`src/decoder_pkg.sv`:
```
// constants for the memory and port address decoder
package decoder_pkg;
  localparam logic [3:0] page_hi_nibble = 4'hc;
  localparam logic [3:0] zero_hi_nibble = 4'h0;
  localparam logic [4:0] port_hi_bits = 5'h1f;
  localparam int adr_row_lsb = 0;
  localparam int adr_row_w = 5;
  localparam int adr_col_lsb = 5;
  localparam int adr_col_w = 5;
  localparam int page_sel_lsb = 10;
  localparam int port_sel_lsb = 8;
  localparam logic [1:0] page_rom0 = 2'h0;
  localparam logic [1:0] page_rom1 = 2'h1;
  localparam logic [1:0] page_sram = 2'h2;
  localparam logic [1:0] page_vram = 2'h3;
  localparam logic [2:0] port_f8 = 3'h0;
  localparam logic [2:0] port_f9 = 3'h1;
  localparam logic [2:0] port_fa = 3'h2;
  localparam logic [2:0] port_fb = 3'h3;
  localparam logic [2:0] port_fc = 3'h4;
  localparam logic [2:0] port_fd = 3'h5;
  localparam logic [2:0] port_fe = 3'h6;
  localparam logic [2:0] port_ff = 3'h7;
  localparam int rts_data_bit = 4;
  localparam logic [2:0] overlay_fetches = 3'h4;
  localparam logic rts_reset = 1'b0;
endpackage : decoder_pkg

```
`src/mem_io_decoder.sv`:
```
// memory page, port strobe, start-up overlay and wait-state logic
// How it works
// - system ram only at c800-cbff
// - row a0-4, column a5-9, page a10-15
// - ram write enable follows memory-write status
// - rom read only, ignores memory-write status
// - outside overlay, pages decoded only when a15-12 equal 1100
// - a11-10 pick rom0, rom1, system ram, display ram
// - page hit when any page enable active
// - overlay maps page 0 to rom, hides page c
// - page decode off during input or output cycles
// - ready low mid-sync on a page hit or any i/o cycle, until next phase-2 rise
// - ports only when a15-11 all ones
// - a10-8 pick one of eight strobes
// - input needs data-in; output needs write strobe
// - internal-bus select for input ports f8-fb
// - jumpered interrupt acknowledge disables all decoders
// - output strobes fe, fd, fb, fa, f9, f8 assigned
// - port f8 write latches data bit 4 as rts
// - input strobes ff down to f8 assigned
// - overlay active for first four fetches
`timescale 1ns/1ns
module mem_io_decoder (
  input wire logic clk,
  input wire logic arst_n,
  input wire logic [15:0] adr,
  input wire logic [7:0] dout,
  input wire logic sinp,
  input wire logic sout,
  input wire logic sinta,
  input wire logic smemr_m1,
  input wire logic mwrite,
  input wire logic pdbin,
  input wire logic pwr_n,
  input wire logic psync,
  input wire logic phi2,
  input wire logic inta_jumper,
  output logic rom0_en_n,
  output logic rom1_en_n,
  output logic sram_en_n,
  output logic vram_en_n,
  output logic sram_we_n,
  output logic [4:0] sram_row,
  output logic [4:0] sram_col,
  output logic mem_hit,
  output logic int_sel,
  output logic prdy,
  output logic overlay_n,
  output logic rts,
  output logic scroll_load_strobe_n,
  output logic parallel_out_strobe_n,
  output logic cassette_tx_strobe_n,
  output logic control_bits_strobe_n,
  output logic serial_tx_strobe_n,
  output logic rts_latch_strobe_n,
  output logic switch_read_strobe_n,
  output logic scroll_status_read_n,
  output logic parallel_in_strobe_n,
  output logic keyboard_read_strobe_n,
  output logic cassette_rx_strobe_n,
  output logic aux_status_read_n,
  output logic serial_rx_strobe_n,
  output logic serial_status_read_n
);
  import decoder_pkg::*;

  // bus pins come from another timing world; two stages each
  localparam int nin = 34;
  logic [nin-1:0] sync1, sync2;
  logic rst1, rst_n;
  always_ff @(posedge clk or negedge arst_n) begin
    if (!arst_n) begin
      rst1 <= 1'b0;
      rst_n <= 1'b0;
    end else begin
      rst1 <= 1'b1;
      rst_n <= rst1;
    end
  end
  always_ff @(posedge clk or negedge rst_n) begin
    if (!rst_n) begin
      sync1 <= '0;
      sync2 <= '0;
    end else begin
      sync1 <= {adr, dout, sinp, sout, sinta, smemr_m1, mwrite, pdbin, pwr_n, psync, phi2,
                inta_jumper};
      sync2 <= sync1;
    end
  end
  logic [15:0] a;
  logic [7:0] d;
  logic s_inp, s_out, s_inta, s_m1, s_mw, s_dbin, s_wr_n, s_sync, s_phi2, s_jmp;
  assign {a, d, s_inp, s_out, s_inta, s_m1, s_mw, s_dbin, s_wr_n, s_sync, s_phi2, s_jmp}
    = sync2;

  function automatic logic [7:0] onehot8(input logic [2:0] sel);
    onehot8 = 8'h01 << sel;
  endfunction : onehot8

  typedef enum logic [2:0] {
    rdy_idle = 3'b001,
    rdy_wait = 3'b010,
    rdy_done = 3'b100
  } rdy_state_t;

  // state registers
  rdy_state_t state, next_state;
  logic [2:0] fetch_cnt, next_fetch_cnt;
  logic dbin_q, next_dbin_q;
  logic phi2_q, next_phi2_q;
  logic rts_q, next_rts_q;
  logic [3:0] page_en, next_page_en;
  logic [7:0] in_stb, next_in_stb, out_stb, next_out_stb;
  logic next_we_n, next_hit, next_int_sel, next_prdy, next_overlay_n;
  logic [4:0] next_row, next_col;
  logic [7:0] page_dec;
  // pins get inverted copies held in flops, so no gate sits after a register
  logic [3:0] page_sel_n, next_page_sel_n;
  logic [7:0] in_strobe_n, next_in_strobe_n, out_strobe_n, next_out_strobe_n;

  logic overlay_act, page_ok, io_cyc, inta_block, port_ok;
  always_comb begin
    overlay_act = (fetch_cnt != overlay_fetches);
    inta_block = s_jmp && s_inta;
    io_cyc = s_inp || s_out;
    // overlay hides page c and lets page 0 reach rom0 instead
    page_ok = overlay_act ? (a[15:12] == zero_hi_nibble) && (a[11:10] == page_rom0)
                          : (a[15:12] == page_hi_nibble);
    page_dec = onehot8({1'b0, a[page_sel_lsb +: 2]});
    next_page_en = '0;
    if (page_ok && !io_cyc && !inta_block) begin
      next_page_en = page_dec[3:0];
    end
    next_hit = |next_page_en;
    next_we_n = !(next_page_en[page_sram] && s_mw);
    next_row = a[adr_row_lsb +: adr_row_w];
    next_col = a[adr_col_lsb +: adr_col_w];
    port_ok = (a[15:11] == port_hi_bits) && !inta_block;
    next_in_stb = (port_ok && s_dbin && s_inp) ? onehot8(a[port_sel_lsb +: 3]) : 8'h00;
    next_out_stb = (port_ok && !s_wr_n && s_out) ? onehot8(a[port_sel_lsb +: 3]) : 8'h00;
    next_int_sel = |next_in_stb[port_fb:port_f8];
    next_page_sel_n = ~next_page_en;
    next_in_strobe_n = ~next_in_stb;
    next_out_strobe_n = ~next_out_stb;
    next_rts_q = rts_q;
    if (next_out_stb[port_f8]) begin
      next_rts_q = d[rts_data_bit];
    end
    next_dbin_q = s_dbin;
    next_phi2_q = s_phi2;
    next_fetch_cnt = fetch_cnt;
    // count fetch data-in pulses, saturating at four
    if (overlay_act && s_dbin && !dbin_q && s_m1) begin
      next_fetch_cnt = fetch_cnt + 3'h1;
    end
    next_overlay_n = !(next_fetch_cnt != overlay_fetches);
    next_state = state;
    case (state)
      rdy_idle: begin
        // mid-sync: sync high while phase 2 low
        if (s_sync && !s_phi2 && (next_hit || io_cyc)) begin
          next_state = rdy_wait;
        end
      end
      rdy_wait: begin
        if (s_phi2 && !phi2_q && !s_sync) begin
          next_state = rdy_done;
        end
      end
      rdy_done: begin
        if (!s_sync) begin
          next_state = rdy_idle;
        end
      end
      default: next_state = rdy_idle;
    endcase
    // processor waits while this is low
    next_prdy = (next_state != rdy_wait);
  end

  always_ff @(posedge clk or negedge rst_n) begin
    if (!rst_n) begin
      state <= rdy_idle;
      fetch_cnt <= '0;
      dbin_q <= 1'b0;
      phi2_q <= 1'b0;
      rts_q <= rts_reset;
      page_en <= '0;
      in_stb <= '0;
      out_stb <= '0;
      page_sel_n <= '1;
      in_strobe_n <= '1;
      out_strobe_n <= '1;
      sram_we_n <= 1'b1;
      mem_hit <= 1'b0;
      int_sel <= 1'b0;
      prdy <= 1'b1;
      overlay_n <= 1'b0;
      sram_row <= '0;
      sram_col <= '0;
    end else begin
      state <= next_state;
      fetch_cnt <= next_fetch_cnt;
      dbin_q <= next_dbin_q;
      phi2_q <= next_phi2_q;
      rts_q <= next_rts_q;
      page_en <= next_page_en;
      in_stb <= next_in_stb;
      out_stb <= next_out_stb;
      page_sel_n <= next_page_sel_n;
      in_strobe_n <= next_in_strobe_n;
      out_strobe_n <= next_out_strobe_n;
      sram_we_n <= next_we_n;
      mem_hit <= next_hit;
      int_sel <= next_int_sel;
      prdy <= next_prdy;
      overlay_n <= next_overlay_n;
      sram_row <= next_row;
      sram_col <= next_col;
    end
  end

  // all strobes active low; one-hot source keeps at most one low
  assign {vram_en_n, sram_en_n, rom1_en_n, rom0_en_n} = page_sel_n;
  assign rts = rts_q;
  assign switch_read_strobe_n = in_strobe_n[port_ff];
  assign scroll_status_read_n = in_strobe_n[port_fe];
  assign parallel_in_strobe_n = in_strobe_n[port_fd];
  assign keyboard_read_strobe_n = in_strobe_n[port_fc];
  assign cassette_rx_strobe_n = in_strobe_n[port_fb];
  assign aux_status_read_n = in_strobe_n[port_fa];
  assign serial_rx_strobe_n = in_strobe_n[port_f9];
  assign serial_status_read_n = in_strobe_n[port_f8];
  assign scroll_load_strobe_n = out_strobe_n[port_fe];
  assign parallel_out_strobe_n = out_strobe_n[port_fd];
  assign cassette_tx_strobe_n = out_strobe_n[port_fb];
  assign control_bits_strobe_n = out_strobe_n[port_fa];
  assign serial_tx_strobe_n = out_strobe_n[port_f9];
  assign rts_latch_strobe_n = out_strobe_n[port_f8];

  AST_ONE_PAGE: assert property (@(posedge clk) disable iff (!rst_n)
    $onehot0(page_en)) else $error("more than one page select");
  AST_ONE_PORT: assert property (@(posedge clk) disable iff (!rst_n)
    $onehot0({in_stb, out_stb})) else $error("more than one port strobe");
  AST_HIT: assert property (@(posedge clk) disable iff (!rst_n)
    mem_hit == (page_en != 4'h0)) else $error("page hit mismatch");
  AST_IO_NOPAGE: assert property (@(posedge clk) disable iff (!rst_n)
    (s_inp || s_out) |=> page_en == 4'h0) else $error("page during io cycle");
  AST_INTA: assert property (@(posedge clk) disable iff (!rst_n)
    (s_jmp && s_inta) |=> (page_en == 4'h0) && (in_stb == 8'h00) && (out_stb == 8'h00))
    else $error("decode during interrupt acknowledge");
  AST_WE: assert property (@(posedge clk) disable iff (!rst_n)
    !sram_we_n |-> page_en[page_sram]) else $error("write enable outside ram");
  AST_INTSEL: assert property (@(posedge clk) disable iff (!rst_n)
    int_sel == (in_stb[3:0] != 4'h0)) else $error("internal select mismatch");
  AST_OVERLAY: assert property (@(posedge clk) disable iff (!rst_n)
    $rose(overlay_n) |-> fetch_cnt == overlay_fetches) else $error("overlay released early");
  AST_RTS: assert property (@(posedge clk) disable iff (!rst_n)
    out_stb[port_f8] |-> rts == $past(d[rts_data_bit])) else $error("rts not latched");
  // decode checks look one cycle back at the synchronised inputs
  AST_PAGE_HI: assert property (@(posedge clk) disable iff (!rst_n)
    (page_en != 4'h0) |-> ($past(a[15:12]) == page_hi_nibble) || ($past(a[15:10]) == 6'h00))
    else $error("page select outside page c");
  AST_PAGE_SEL: assert property (@(posedge clk) disable iff (!rst_n)
    (page_en != 4'h0) |-> (page_en == (4'h1 << $past(a[11:10]))))
    else $error("wrong page select");
  AST_HIDE_C: assert property (@(posedge clk) disable iff (!rst_n)
    ((page_en != 4'h0) && $past(overlay_act))
      |-> (page_en == 4'h1) && ($past(a[15:10]) == 6'h00))
    else $error("page c decoded during overlay");
  AST_PORT_HI: assert property (@(posedge clk) disable iff (!rst_n)
    ({in_stb, out_stb} != 16'h0000) |-> ($past(a[15:11]) == port_hi_bits))
    else $error("port strobe outside f8-ff");
  AST_PORT_SEL: assert property (@(posedge clk) disable iff (!rst_n)
    ({in_stb, out_stb} != 16'h0000) |-> ((in_stb | out_stb) == (8'h01 << $past(a[10:8]))))
    else $error("wrong port strobe");
  AST_IN_QUAL: assert property (@(posedge clk) disable iff (!rst_n)
    (in_stb != 8'h00) |-> $past(s_dbin && s_inp))
    else $error("input strobe without data-in");
  AST_OUT_QUAL: assert property (@(posedge clk) disable iff (!rst_n)
    (out_stb != 8'h00) |-> $past(!s_wr_n && s_out))
    else $error("output strobe without write");
  AST_ROW_COL: assert property (@(posedge clk) disable iff (!rst_n)
    {sram_col, sram_row} == $past(a[9:0])) else $error("row or column address wrong");
  AST_WE_LEVEL: assert property (@(posedge clk) disable iff (!rst_n)
    page_en[page_sram] |-> (sram_we_n == !$past(s_mw)))
    else $error("write enable not following status");
  AST_WAIT_START: assert property (@(posedge clk) disable iff (!rst_n)
    $fell(prdy) |-> $past(s_sync && !s_phi2 && (next_hit || io_cyc)))
    else $error("wait state without mid-sync decode");
  AST_WAIT_END: assert property (@(posedge clk) disable iff (!rst_n)
    $rose(prdy) |-> $past(s_phi2 && !phi2_q && !s_sync))
    else $error("wait state ended off the phase-2 rise");
  AST_FETCH_CAP: assert property (@(posedge clk) disable iff (!rst_n)
    fetch_cnt <= overlay_fetches) else $error("fetch count past four");
  COV_OUT: cover property (@(posedge clk) disable iff (!rst_n) out_stb[port_f8]);
  COV_WAIT: cover property (@(posedge clk) disable iff (!rst_n) $fell(prdy));
  COV_RAM_WR: cover property (@(posedge clk) disable iff (!rst_n) !sram_we_n);
  COV_IN: cover property (@(posedge clk) disable iff (!rst_n) in_stb[port_fc]);
  COV_OVL: cover property (@(posedge clk) disable iff (!rst_n) $rose(overlay_n));
endmodule : mem_io_decoder

```
`config.mk`:
```
export PLATFORM = sky130hd
export DESIGN_NAME = mem_io_decoder
export DESIGN_NICKNAME = d
export VERILOG_FILES = /design/src/decoder_pkg.sv /design/src/mem_io_decoder.sv
export SDC_FILE = /design/constraint.sdc
export NUM_CORES = 1
export LEC_CHECK = 0
export ABC_AREA = 1
export BUFFER_PORTS_ARGS = -buffer_cell sky130_fd_sc_hd__buf_4
export CAP_MARGIN = 20
export CORE_UTILIZATION = 47
export CTS_BUF_LIST = sky130_fd_sc_hd__clkbuf_4 sky130_fd_sc_hd__clkbuf_8 sky130_fd_sc_hd__clkbuf_16
export CTS_CLUSTER_SIZE = 25
export DETAILED_ROUTE_END_ITERATION = 7
export HOLD_SLACK_MARGIN = 0.12
export PLACE_DENSITY = 0.74
export REMOVE_ABC_BUFFERS = 1
export SLEW_MARGIN = 20
export SYNTH_ARGS = -nofsm -noshare
export SYNTH_HDL_FRONTEND = slang
export SYNTH_SLANG_ARGS = --single-unit
```
`constraint.sdc`:
```
create_clock -name clk -period 3 [get_ports clk]
set_input_delay 0.45 -clock clk [delete_from_list [all_inputs] [get_ports clk]]
set_output_delay 0.45 -clock clk [all_outputs]
set_load 0.1 [all_outputs]
```
==> impl_results.md, run 1 <==
- Status: finished clean
- Fin util: 0.6247
- Critical-path top delay cell: dfstp_2
- Vias in the first global route: 1541
- Placed cell area: roughly 3600 µm²
- Port Buf Inserts: 62
- Family with the most delay on the worst path: flip-flops
- Fin. max-slew vios: 0
- Setup violators final: 0
- CP Launch Point: in_strobe_n[4]
- Global route overflow: 0
- Data required, critical path: 2.55 ns
- FMAX: approximately 620 MHz
- Net Sw Power: 665.0 µW
- Mapped Area: 3032 µm²
- GRT Util Overall: 0.1428
- Routed WL: about 4100 µm
- RSZ-0062 raised after global routing: false
- Yosys warns: 0
- Residual DRC: 0
- Drt wl/cell: 11.79 µm
- Synthesized area per cell: 15.39 µm²
- Power Dens Cells: 656.7 nW/µm²
- Total of max-cap violations: 0
- Layout cells sized above 1: 0.4436
- CTS H-Tree Depth: 3
- Worst setup SP type: flop
- Vias/cell: 4.560
- Critical path buffer and inverter count: 1
- # IOs: 70
- Delay of the slowest critical-path stage: 0.53 ns
- Crit path kind: reg -> out
- Initial antenna violation count: 0
- Pleak: roughly 1.8 nW
- Worst Path Arrival: 1.15 ns
- DPL Wire Length: 2836 µm
- Yosys reg bits: 98
- Clock latency on the worst-skew pair: 0.34 ns
- Cell Rows: 28
- PostCTS Resize Cnt: 0
- Nets: 310
- Clk buf depth: 2
- Ratio of final minimum period to clock period: 0.5346
- Flop pwr share: 0.587
- CTS tree: done
- Clock power frac: 0.280
- Drt first pass iters: 4
- Final hold vios: 0
- Combinational cell fraction of total power: 0.133
- Num CTS Buffers: 9
- Critical-path cell list: buf_4
- Fin Clk Skew: 0.01028 ns
- Post-CTS Setup Repair Bufs: 0
- Post-route cell area: 3786 µm²
- Max IR drop VDD: 0.3560 mV
- Area grow syn2layout: 24.89%
- Int Pwr: 1.821 mW
- Critical Path End Type: output port
- Via count: around 1600
- First DRT Iteration DRCs: between 80 and 90
- Pre-CTS setup slack: 1.612 ns
- Diode count: 0
- Worst Hold Class: in -> reg
- Final worst slack: 1.396 ns
- Min Tclk post-route: ~1.6 ns
- Chip height: 82.32 µm
- CTS clock-pin slew for the worst setup and hold paths: 0.08 ns
- CTS Sinks: 98
- Die width: 82.32 µm
- Clock root buffer: clkbuf_8
- Sw Ratio: 0.2675
- Post-Route Setup TNS: 0 ns
- Cell Count Post-Placement: 334
- Number of library cell types mapped by synthesis: 25
- Antenna viol nets, final: 0
- Fillcell total: 482
- RD Place Congestion: roughly 0.73
- Max FO, Critical Path: 1
- Finished Layout Cells: 350
- Gate Count Post-Synth: 197
- Core area: 6061 µm²
- Seq/Total Area, Yosys: 0.8176
- Reg-to-Reg Start: fetch_cnt[0]
- Largest net degree at the start of global routing: 93
- First-pass GRT wire length: 6817 µm
- HP Start: pwr_n
- Initial Util: 0.5002
- Area of the die: 6776 µm²
## through the flow
| step | total power, mW | hold slack, ns |
|---|---|---|
| CTS | 2.519 | 0.1904 |
| detailed placement | 1.815 | 0.2338 |
| global placement | 1.798 | 0.2323 |
| global route | 2.612 | 0.1855 |
| floorplan | 1.719 | 0.1544 |
| finish | 2.486 | 0.2104 |
## cells in the mapped netlist
cell type,n,area share
o22ai_1,1,0.0021
nor2_2,3,0.0062
nand3b_1,1,0.0025
inv_1,16,0.020
nor3_1,2,0.0033
nor2_1,5,0.0062
o21ai_0,1,0.0016
buf_6,1,0.0037
nor2_8,1,0.0066
nand2_2,4,0.0083
inv_2,5,0.0062
nor3_2,3,0.0099
nand3_4,1,0.0058
nand3_1,12,0.020
dfstp_2,21,0.18
conb_1,1,0.0012
nand4_1,5,0.010
xor2_1,2,0.0058
nand3_2,2,0.0066
ha_1,2,0.0083
nor2_4,2,0.0074
o21ai_1,2,0.0033
nand2_1,26,0.032
dfrtp_1,77,0.64
nor3_4,1,0.0054
## flip-flops by register name, indices dropped and copies added (netlist names)
signal,flops
dbin_q,1
fetch_cnt,3
in_strobe_n,8
int_sel,1
mem_hit,1
out_strobe_n,6
overlay_n,1
page_sel_n,4
phi2_q,1
prdy,1
rst1,1
rst_n,1
rts,1
sram_col,5
sram_row,5
sram_we_n,1
state,3
sync1,27
sync2,27
## area by class of cell
type | instances | area (µm²) | area share
clock inverter | 3 | 18.77 | 0.004957
timing repair buffer | 65 | 510.5 | 0.1348
inverter | 21 | 78.83 | 0.02082
tap | 75 | 93.84 | 0.02479
sequential | 98 | 2482 | 0.6557
clock buffer | 11 | 138.9 | 0.03668
multi-input combinational | 77 | 462.9 | 0.1223
## cells by family (layout without fill, tap and decap cells)
group / count (synthesis) / in the layout / share of synthesized area
AO/OA/AOI/OAI: 4 / 4 / 0.007016
XOR/XNOR: 2 / 2 / 0.005779
adder cells (fa/ha/maj): 2 / 2 / 0.008253
buffers and inverters: 22 / 100 / 0.02972
flip-flops: 98 / 98 / 0.8176
other: 1 / 1 / 0.001237
AND/OR/NAND/NOR: 68 / 68 / 0.1304
## per-layer routing
layer / GRT usage / routed length [µm]
met4: 0.07895 / 85
met3: 0.04615 / 212
met5: 0 / 0
met2: 0.2174 / 2034
met1: 0.1817 / 1795
## worst paths after layout
path	endpoint	slack, ns	depth (start not counted)
setup / recovery	keyboard_read_strobe_n	1.40	1
hold / removal	sync1[3]	0.21	1
setup reg to reg	prdy	1.66	10
hold reg to reg	sync1[14]	0.26	0
max in group asynchronous	out_strobe_n[6]	2.08	1
min in group asynchronous	sync1[14]	0.26	0
## power groups by stage
stage	logic [mW]	registers (mW)	clock network, mW
final	0.331	1.46	0.696
after global routing	0.361	1.47	0.778
after CTS	0.317	1.48	0.727
after detailed placement	0.314	1.50	0
after global placement	0.302	1.50	0
after floorplan	0.127	1.59	0
## layout by cell type, fill, tap and decap left out
| cell | synthesis | final |
|---|---|---|
| dfrtp_1 | 77 | 76 |
| buf_4 | 0 | 63 |
| nand2_1 | 26 | 26 |
| dfstp_2 | 21 | 21 |
| inv_1 | 16 | 16 |
| nand3_1 | 12 | 12 |
| clkbuf_8 | 0 | 9 |
| nor2_1 | 5 | 5 |
| inv_2 | 5 | 5 |
| nand4_1 | 5 | 5 |
| nand2_2 | 4 | 4 |
| nor2_2 | 3 | 3 |
| nor3_2 | 3 | 3 |
| nand3_2 | 2 | 2 |
| o21ai_1 | 2 | 2 |
| xor2_1 | 2 | 2 |
| nor2_4 | 2 | 2 |
| nor3_1 | 2 | 2 |
| ha_1 | 2 | 2 |
| clkinv_2 | 0 | 2 |
| clkbuf_4 | 0 | 2 |
| nand3b_1 | 1 | 1 |
| o22ai_1 | 1 | 1 |
| o21ai_0 | 1 | 1 |
| nand3_4 | 1 | 1 |
| nor2_8 | 1 | 1 |
| nor3_4 | 1 | 1 |
| clkinv_4 | 0 | 1 |
| dlygate4sd3_1 | 0 | 1 |
| conb_1 | 1 | 1 |
| dfrtp_4 | 0 | 1 |
| buf_16 | 0 | 1 |
## what timing repair did
| item | in CTS | in global routing |
|---|---|---|
| setup endpoints to repair | 0 | 0 |
| hold buffers | 1 | 0 |
| endpoints found under the hold margin | 2 | 0 |
Power figures use the tool's default switching activity.
==> run 2: changes to the inputs <==
--- a/config.mk
+++ b/config.mk
@@ -8,12 +8,12 @@
 export ABC_AREA = 1
 export BUFFER_PORTS_ARGS = -buffer_cell sky130_fd_sc_hd__buf_4
 export CAP_MARGIN = 20
-export CORE_UTILIZATION = 47
+export CORE_UTILIZATION = 52
 export CTS_BUF_LIST = sky130_fd_sc_hd__clkbuf_4 sky130_fd_sc_hd__clkbuf_8 sky130_fd_sc_hd__clkbuf_16
 export CTS_CLUSTER_SIZE = 25
 export DETAILED_ROUTE_END_ITERATION = 7
 export HOLD_SLACK_MARGIN = 0.12
-export PLACE_DENSITY = 0.74
+export PLACE_DENSITY = 0.77
 export REMOVE_ABC_BUFFERS = 1
 export SLEW_MARGIN = 20
 export SYNTH_ARGS = -nofsm -noshare
==> constraint.sdc (replaced) <==
create_clock -name clk -period 1.6 [get_ports clk]
set_input_delay 0.24 -clock clk [delete_from_list [all_inputs] [get_ports clk]]
set_output_delay 0.24 -clock clk [all_outputs]
set_load 0.1 [all_outputs]
==> run 2 against run 1 <==
Register-to-register slack lost 1.4 ns. Clock power grew 130%. Setup slack lost 1.2 ns. Critical endpoint unchanged. Largest power group unchanged.
==> impl_results.md, run 2 (synthesis gave the netlist of run 1 again) <==
- Most frequent cells in the layout: dfrtp_1, buf_4, dlygate4sd3_1, nand2_1, dfstp_2 (was dfrtp_1, buf_4, nand2_1, dfstp_2, inv_1)
- DRT met1 WL: 1900 µm (was 1795 µm)
- Hold Slack: 0.2374 ns (was 0.2104 ns)
- Via count: 1740 (was 1596)
- Global route overflow: 0 (unchanged)
- First-pass GRT wire length: 7914 µm (was 6817 µm)
- Power Dens Cells: 1222 nW/µm² (was 656.7 nW/µm²)
- Largest net degree at the start of global routing: 42 (was 93)
- Ratio of final minimum period to clock period: 0.8704
- Critical-path cell list: buf_4 (unchanged)
- Family with the most delay on the worst path: flip-flops (unchanged)
- Crit path kind: reg -> out (unchanged)
- Met2 wire len: 2512 µm (was 2034 µm)
- CTS clock-pin slew for the worst setup and hold paths: 0.08 ns (about the same)
- Regs by FF count: sync1 (27), sync2 (27), in_strobe_n (8) (unchanged)
- Flop pwr share: 0.548 (was 0.587)
- Fin Clk Skew: 0.008965 ns (was 0.01028 ns)
- Total power: 5.007 mW (was 2.486 mW)
- FMAX: 718.1 MHz
- FF-to-FF path depth: 9 (was 10)
- Chip height: 78.36 µm (was 82.32 µm)
- Routed WL: 4665 µm (was 4128 µm)
- Critical path depth in cells: 1 (unchanged)
- CTS tree: done (unchanged)
- # IOs: 70 (unchanged)
- CTS Sinks: 98 (unchanged)
- Antenna viol nets, final: 0 (unchanged)
- Area grow syn2layout: 35.12% (was 24.89%)
- Worst setup SP type: flop (unchanged)
- Critical path buffer and inverter count: 1 (unchanged)
- Cell Rows: 27 (was 28)
- Clock power frac: 0.316 (was 0.280)
- RSZ-0062 raised after global routing: false (unchanged)
- Port Buf Inserts: 62 (unchanged)
- Int Pwr: 3.735 mW (was 1.821 mW)
- DPL Wire Length: 2975 µm (was 2836 µm)
- Initial antenna violation count: 0 (unchanged)
- Net Sw Power: 1.272 mW (was 665.0 µW)
- Fillcell total: 376 (was 482)
- First DRT Iteration DRCs: 110 (was 87)
- GRT Util Overall: 0.1781 (was 0.1428)
- Worst Hold Class: in -> async (was in -> reg)
- Clock root buffer: clkbuf_8 (unchanged)
- Nets: 337 (was 310)
- Min Tclk post-route: 1.393 ns
- Pleak: 1.923 nW (was 1.788 nW)
- Initial Util: 0.5439 (was 0.5002)
- Residual DRC: 0 (unchanged)
- Combinational cell fraction of total power: 0.137 (was 0.133)
- Clk buf depth: 2 (unchanged)
- Layout cells sized above 1: 0.4079 (was 0.4436)
- Area of the die: 6140 µm² (was 6776 µm²)
- DR WL met3: 218 µm (was 212 µm)
- Final hold vios: 0 (unchanged)
- Most common cell after layout, fill and taps aside: dfrtp_1 (unchanged)
- Max IR drop VDD: 0.8211 mV (was 0.3560 mV)
- Drt wl/cell: 12.41 µm (was 11.79 µm)
- Status: finished clean (unchanged)
- Max FO, Critical Path: 1 (unchanged)
- Fin. max-slew vios: 0 (unchanged)
- Setup violators final: 0 (unchanged)
- Diode count: 0 (unchanged)
- Vias/cell: 4.628 (was 4.560)
- Delay of the slowest critical-path stage: 0.54 ns (was 0.53 ns)
- Core area: 5574 µm² (was 6061 µm²)
- Clock latency on the worst-skew pair: 0.34 ns (about the same)
- CTS H-Tree Depth: 3 (unchanged)
- Drt first pass iters: 4 (unchanged)
- Critical Path End Type: output port (unchanged)
- Max Used Layer: met4 (unchanged)
- Total of max-cap violations: 0 (unchanged)
- Die width: 78.36 µm (was 82.32 µm)
- Critical-path top delay cell: dfstp_2 (unchanged)
- RD Place Congestion: 0.7197 (was 0.7291)
- Vias in the first global route: 1729 (was 1541)
- Data required, critical path: 1.36 ns (was 2.55 ns)
- Worst Path Arrival: 1.15 ns (about the same)
- Num CTS Buffers: 9 (unchanged)
- Sw Ratio: 0.2541 (was 0.2675)
run 2: cell count changes in the layout (fill, tap and decap cells not counted), sizes merged:
cell | previous run | this run
bufinv | 0 | 1
dlygate4sd3 | 1 | 28
clkinv | 3 | 1
clkbuf | 11 | 14
run 2: worst paths after layout:
kind / start / slack, ns / end
max: in_strobe_n[4] / 0.21 / keyboard_read_strobe_n
min reg2reg: rst_n / 0.27 / overlay_n
max reg2reg: fetch_cnt[0] / 0.26 / overlay_n
min in group clk: sync1[4] / 0.35 / sync2[4]
max in group asynchronous: rst_n / 0.68 / sync1[23]
min: arst_n / 0.24 / rst_n
run 2: metrics by stage:
stage | cells | TNS (ns) | utilization | instance area [µm²] | worst slack, ns
floorplan | 196 | -110.00 | - | 3020 | -1.295
global placement | 332 | 0 | 0.6471 | 3607 | 0.3267
detailed placement | 332 | 0 | 0.6471 | 3607 | 0.2642
CTS | 376 | 0 | 0.7349 | 4096 | 0.1779
global route | 376 | 0 | 0.7349 | 4096 | 0.1205
finish | 376 | 0 | 0.7349 | 4096 | 0.2074
run 2: area by class of cell:
cell class                 instances  area (µm²)  share of cell area
tap                               72       90.09             0.02199
inverter                          21       78.83             0.01924
multi-input combinational         77       462.9              0.1130
clock inverter                     2       35.03            0.008552
timing repair buffer              92       773.2              0.1888
clock buffer                      14       173.9             0.04246
sequential                        98        2482              0.6060
run 2: power by group through the flow:
stage	clock network (mW)	registers (mW)	logic, mW
after floorplan	0	2.99	0.238
after global placement	0	2.78	0.596
after detailed placement	0	2.79	0.624
after CTS	1.63	2.74	0.689
after global routing	1.73	2.76	0.752
final	1.58	2.74	0.684
run 2: timing repair:
item / in CTS / in global routing
buffers inserted: 0 / 0
gates resized for setup: 0 / 0
hold buffers: 28 / 0
endpoints found under the hold margin: 29 / 0
run 2: layer usage:
layer  up-vias  GRT usage
li1        824          -
met1       857     0.2234
met2        57     0.2877
met3         2    0.04767
met4         0    0.08889
met5         -          0
==> run 3: changes to the inputs <==
--- a/config.mk
+++ b/config.mk
@@ -8,14 +8,14 @@
 export ABC_AREA = 1
 export BUFFER_PORTS_ARGS = -buffer_cell sky130_fd_sc_hd__buf_4
 export CAP_MARGIN = 20
-export CORE_UTILIZATION = 52
+export CORE_UTILIZATION = 51
 export CTS_BUF_LIST = sky130_fd_sc_hd__clkbuf_4 sky130_fd_sc_hd__clkbuf_8 sky130_fd_sc_hd__clkbuf_16
 export CTS_CLUSTER_SIZE = 25
 export DETAILED_ROUTE_END_ITERATION = 7
 export HOLD_SLACK_MARGIN = 0.12
-export PLACE_DENSITY = 0.77
+export PLACE_DENSITY = 0.76
 export REMOVE_ABC_BUFFERS = 1
-export SLEW_MARGIN = 20
+export SLEW_MARGIN = 5
 export SYNTH_ARGS = -nofsm -noshare
 export SYNTH_HDL_FRONTEND = slang
 export SYNTH_SLANG_ARGS = --single-unit
==> run 3 against run 2 <==
Global-route usage fell by 0.076 points. Die area up 1.9%. Worst hold slack worse by 0.036 ns. Routed wire length stayed put. Non-clock buffer count grew 2. Setup slack got worse by 0.015 ns. Register-to-register slack about the same. Clock power about the same. Combinational power is 2% lower. Cell area increased by 0.37%. Sequential power barely moved. Critical path depth did not move.
==> impl_results.md, run 3 (synthesis gave the netlist of run 1 again) <==
- Delay of the slowest critical-path stage: 0.53 ns (was 0.54 ns)
- Int Pwr: 3.736 mW (was 3.735 mW)
- Clock root buffer: clkbuf_8 (unchanged)
- CTS clock-pin slew for the worst setup and hold paths: 0.09 ns (was 0.08 ns)
- CTS tree: done (unchanged)
- Layout cells sized above 1: 0.4118 (was 0.4079)
- Flop pwr share: 0.547 (was 0.548)
- Most common cell after layout, fill and taps aside: dfrtp_1 (unchanged)
- Vias/cell: 4.545 (was 4.628)
- Net Sw Power: 1.279 mW (was 1.272 mW)
- Setup violators final: 0 (unchanged)
- Residual DRC: 0 (unchanged)
- Critical-path top delay cell: dfstp_2 (unchanged)
- Worst setup SP type: flop (unchanged)
- Fin Clk Skew: 0.009831 ns (was 0.008965 ns)
- Post-Route Setup TNS: 0 ns (unchanged)
- Routed WL: 4665 µm (unchanged)
- Nets: 339 (was 337)
- Critical Path End Type: output port (unchanged)
- Regs by FF count: sync1 (27), sync2 (27), in_strobe_n (8) (unchanged)
- Port Buf Inserts: 62 (unchanged)
- DPL Wire Length: 2949 µm (was 2975 µm)
- Power Dens Cells: 1220 nW/µm² (was 1222 nW/µm²)
- Max IR drop VDD: 0.7865 mV (was 0.8211 mV)
- Chip height: 79.10 µm (was 78.36 µm)
- FMAX: 710.5 MHz (was 718.1 MHz)
- Sw Ratio: 0.2550 (was 0.2541)
- Core area: 5608 µm² (was 5574 µm²)
- Area grow syn2layout: 35.62% (was 35.12%)
- Placed cell area: 3622 µm² (was 3607 µm²)
- Clk buf depth: 2 (unchanged)
- Family with the most delay on the worst path: flip-flops (unchanged)
- Area of the die: 6257 µm² (was 6140 µm²)
- # IOs: 70 (unchanged)
- Drt first pass iters: 4 (unchanged)
- First-pass GRT wire length: 7838 µm (was 7914 µm)
- Worst Path Arrival: 1.17 ns (was 1.15 ns)
- First DRT Iteration DRCs: 112 (was 110)
- Global route overflow: 0 (unchanged)
- Combinational cell fraction of total power: 0.134 (was 0.137)
- Total power: 5.015 mW (was 5.007 mW)
- Most frequent cells in the layout: dfrtp_1, buf_4, dlygate4sd3_1, nand2_1, dfstp_2 (unchanged)
- Pleak: 1.932 nW (was 1.923 nW)
- PostCTS Resize Cnt: 0 (unchanged)
- RSZ-0062 raised after global routing: false (unchanged)
- Via count: 1718 (was 1740)
- Cell Count Post-Placement: 334 (was 332)
- Initial Util: 0.5406 (was 0.5439)
- Min Tclk post-route: 1.408 ns (was 1.393 ns)
- Initial antenna violation count: 0 (unchanged)
- Vias in the first global route: 1781 (was 1729)
- Worst Hold Class: in -> async (unchanged)
- Finished Layout Cells: 378 (was 376)
- Antenna viol nets, final: 0 (unchanged)
- Critical-path cell list: buf_4 (unchanged)
- Diode count: 0 (unchanged)
- Post-route cell area: 4111 µm² (was 4096 µm²)
- CTS Sinks: 98 (unchanged)
- Cell Rows: 27 (unchanged)
- FF-to-FF setup slack: 0.25 ns (was 0.26 ns)
- Crit path kind: reg -> out (unchanged)
- Die width: 79.10 µm (was 78.36 µm)
- RD Place Congestion: 0.7473 (was 0.7197)
- Fillcell total: 371 (was 376)
- Total of max-cap violations: 0 (unchanged)
- Status: finished clean (unchanged)
- Max FO, Critical Path: 1 (unchanged)
- CTS H-Tree Depth: 3 (unchanged)
- Final hold vios: 0 (unchanged)
- Post-CTS Setup Repair Bufs: 0 (unchanged)
- Hold-fix buffers at CTS: 28 (unchanged)
- Largest net degree at the start of global routing: 35 (was 42)
- Ratio of final minimum period to clock period: 0.8797 (was 0.8704)
- Drt wl/cell: 12.34 µm (was 12.41 µm)
- Num CTS Buffers: 9 (unchanged)
- Clock power frac: 0.320 (was 0.316)
- Data required, critical path: 1.36 ns (about the same)
- GRT Util Overall: 0.1773 (was 0.1781)
- Clock latency on the worst-skew pair: 0.35 ns (was 0.34 ns)
- Critical path buffer and inverter count: 1 (unchanged)
- Fin. max-slew vios: 0 (unchanged)
-- run 3: cell types whose count changed in the layout (fill, tap and decap cells not counted), sizes merged --
cell / change
buf: +2
-- run 3: power groups by stage --
| stage | combinational, mW | sequential (mW) | clock (mW) |
|---|---|---|---|
| floorplan | 0.238 | 2.99 | 0 |
| global placement | 0.602 | 2.78 | 0 |
| detailed placement | 0.618 | 2.79 | 0 |
| CTS | 0.675 | 2.74 | 1.65 |
| global route | 0.732 | 2.76 | 1.76 |
| finish | 0.670 | 2.74 | 1.60 |
-- run 3: stage by stage --
stage               hold WS, ns  setup WS [ns]    util
finish                   0.2019         0.1925  0.7332
global route             0.1960         0.1210  0.7332
CTS                      0.1881         0.1624  0.7332
detailed placement      0.02570         0.2602  0.6459
global placement        0.02472         0.3213  0.6459
floorplan              -0.05559         -1.295       -
-- run 3: cell type report --
cell class              count  area [µm²]  area share
clock buffers              14       173.9     0.04230
repair buffers             94       788.3      0.1917
inverters                  21       78.83     0.01917
well taps                  72       90.09     0.02191
clock inverters             2       35.03    0.008521
flip-flops and latches     98        2482      0.6038
multi-input cells          77       462.9      0.1126
-- run 3: worst paths after layout --
path                                      from              endpoint  cells after the start
worst min register to register           rst_n              sync1[2]                      0
worst min-delay path                    arst_n                 rst_n                      2
max in group asynchronous                rst_n       out_strobe_n[2]                      1
min in group clk                     sync1[27]             sync2[27]                      0
worst max register to register    fetch_cnt[0]             overlay_n                      6
worst max-delay path            in_strobe_n[0]  serial_status_read_n                      1
-- run 3: layer usage --
layer	vias to the layer above	GRT usage	routed length (µm)	part of all wire
met5	-	0	0	0
met4	0	0.1145	138	0.030
met3	12	0.03793	171	0.037
met2	47	0.2974	2427	0.52
met1	838	0.2067	1928	0.41
li1	821	-	-	-
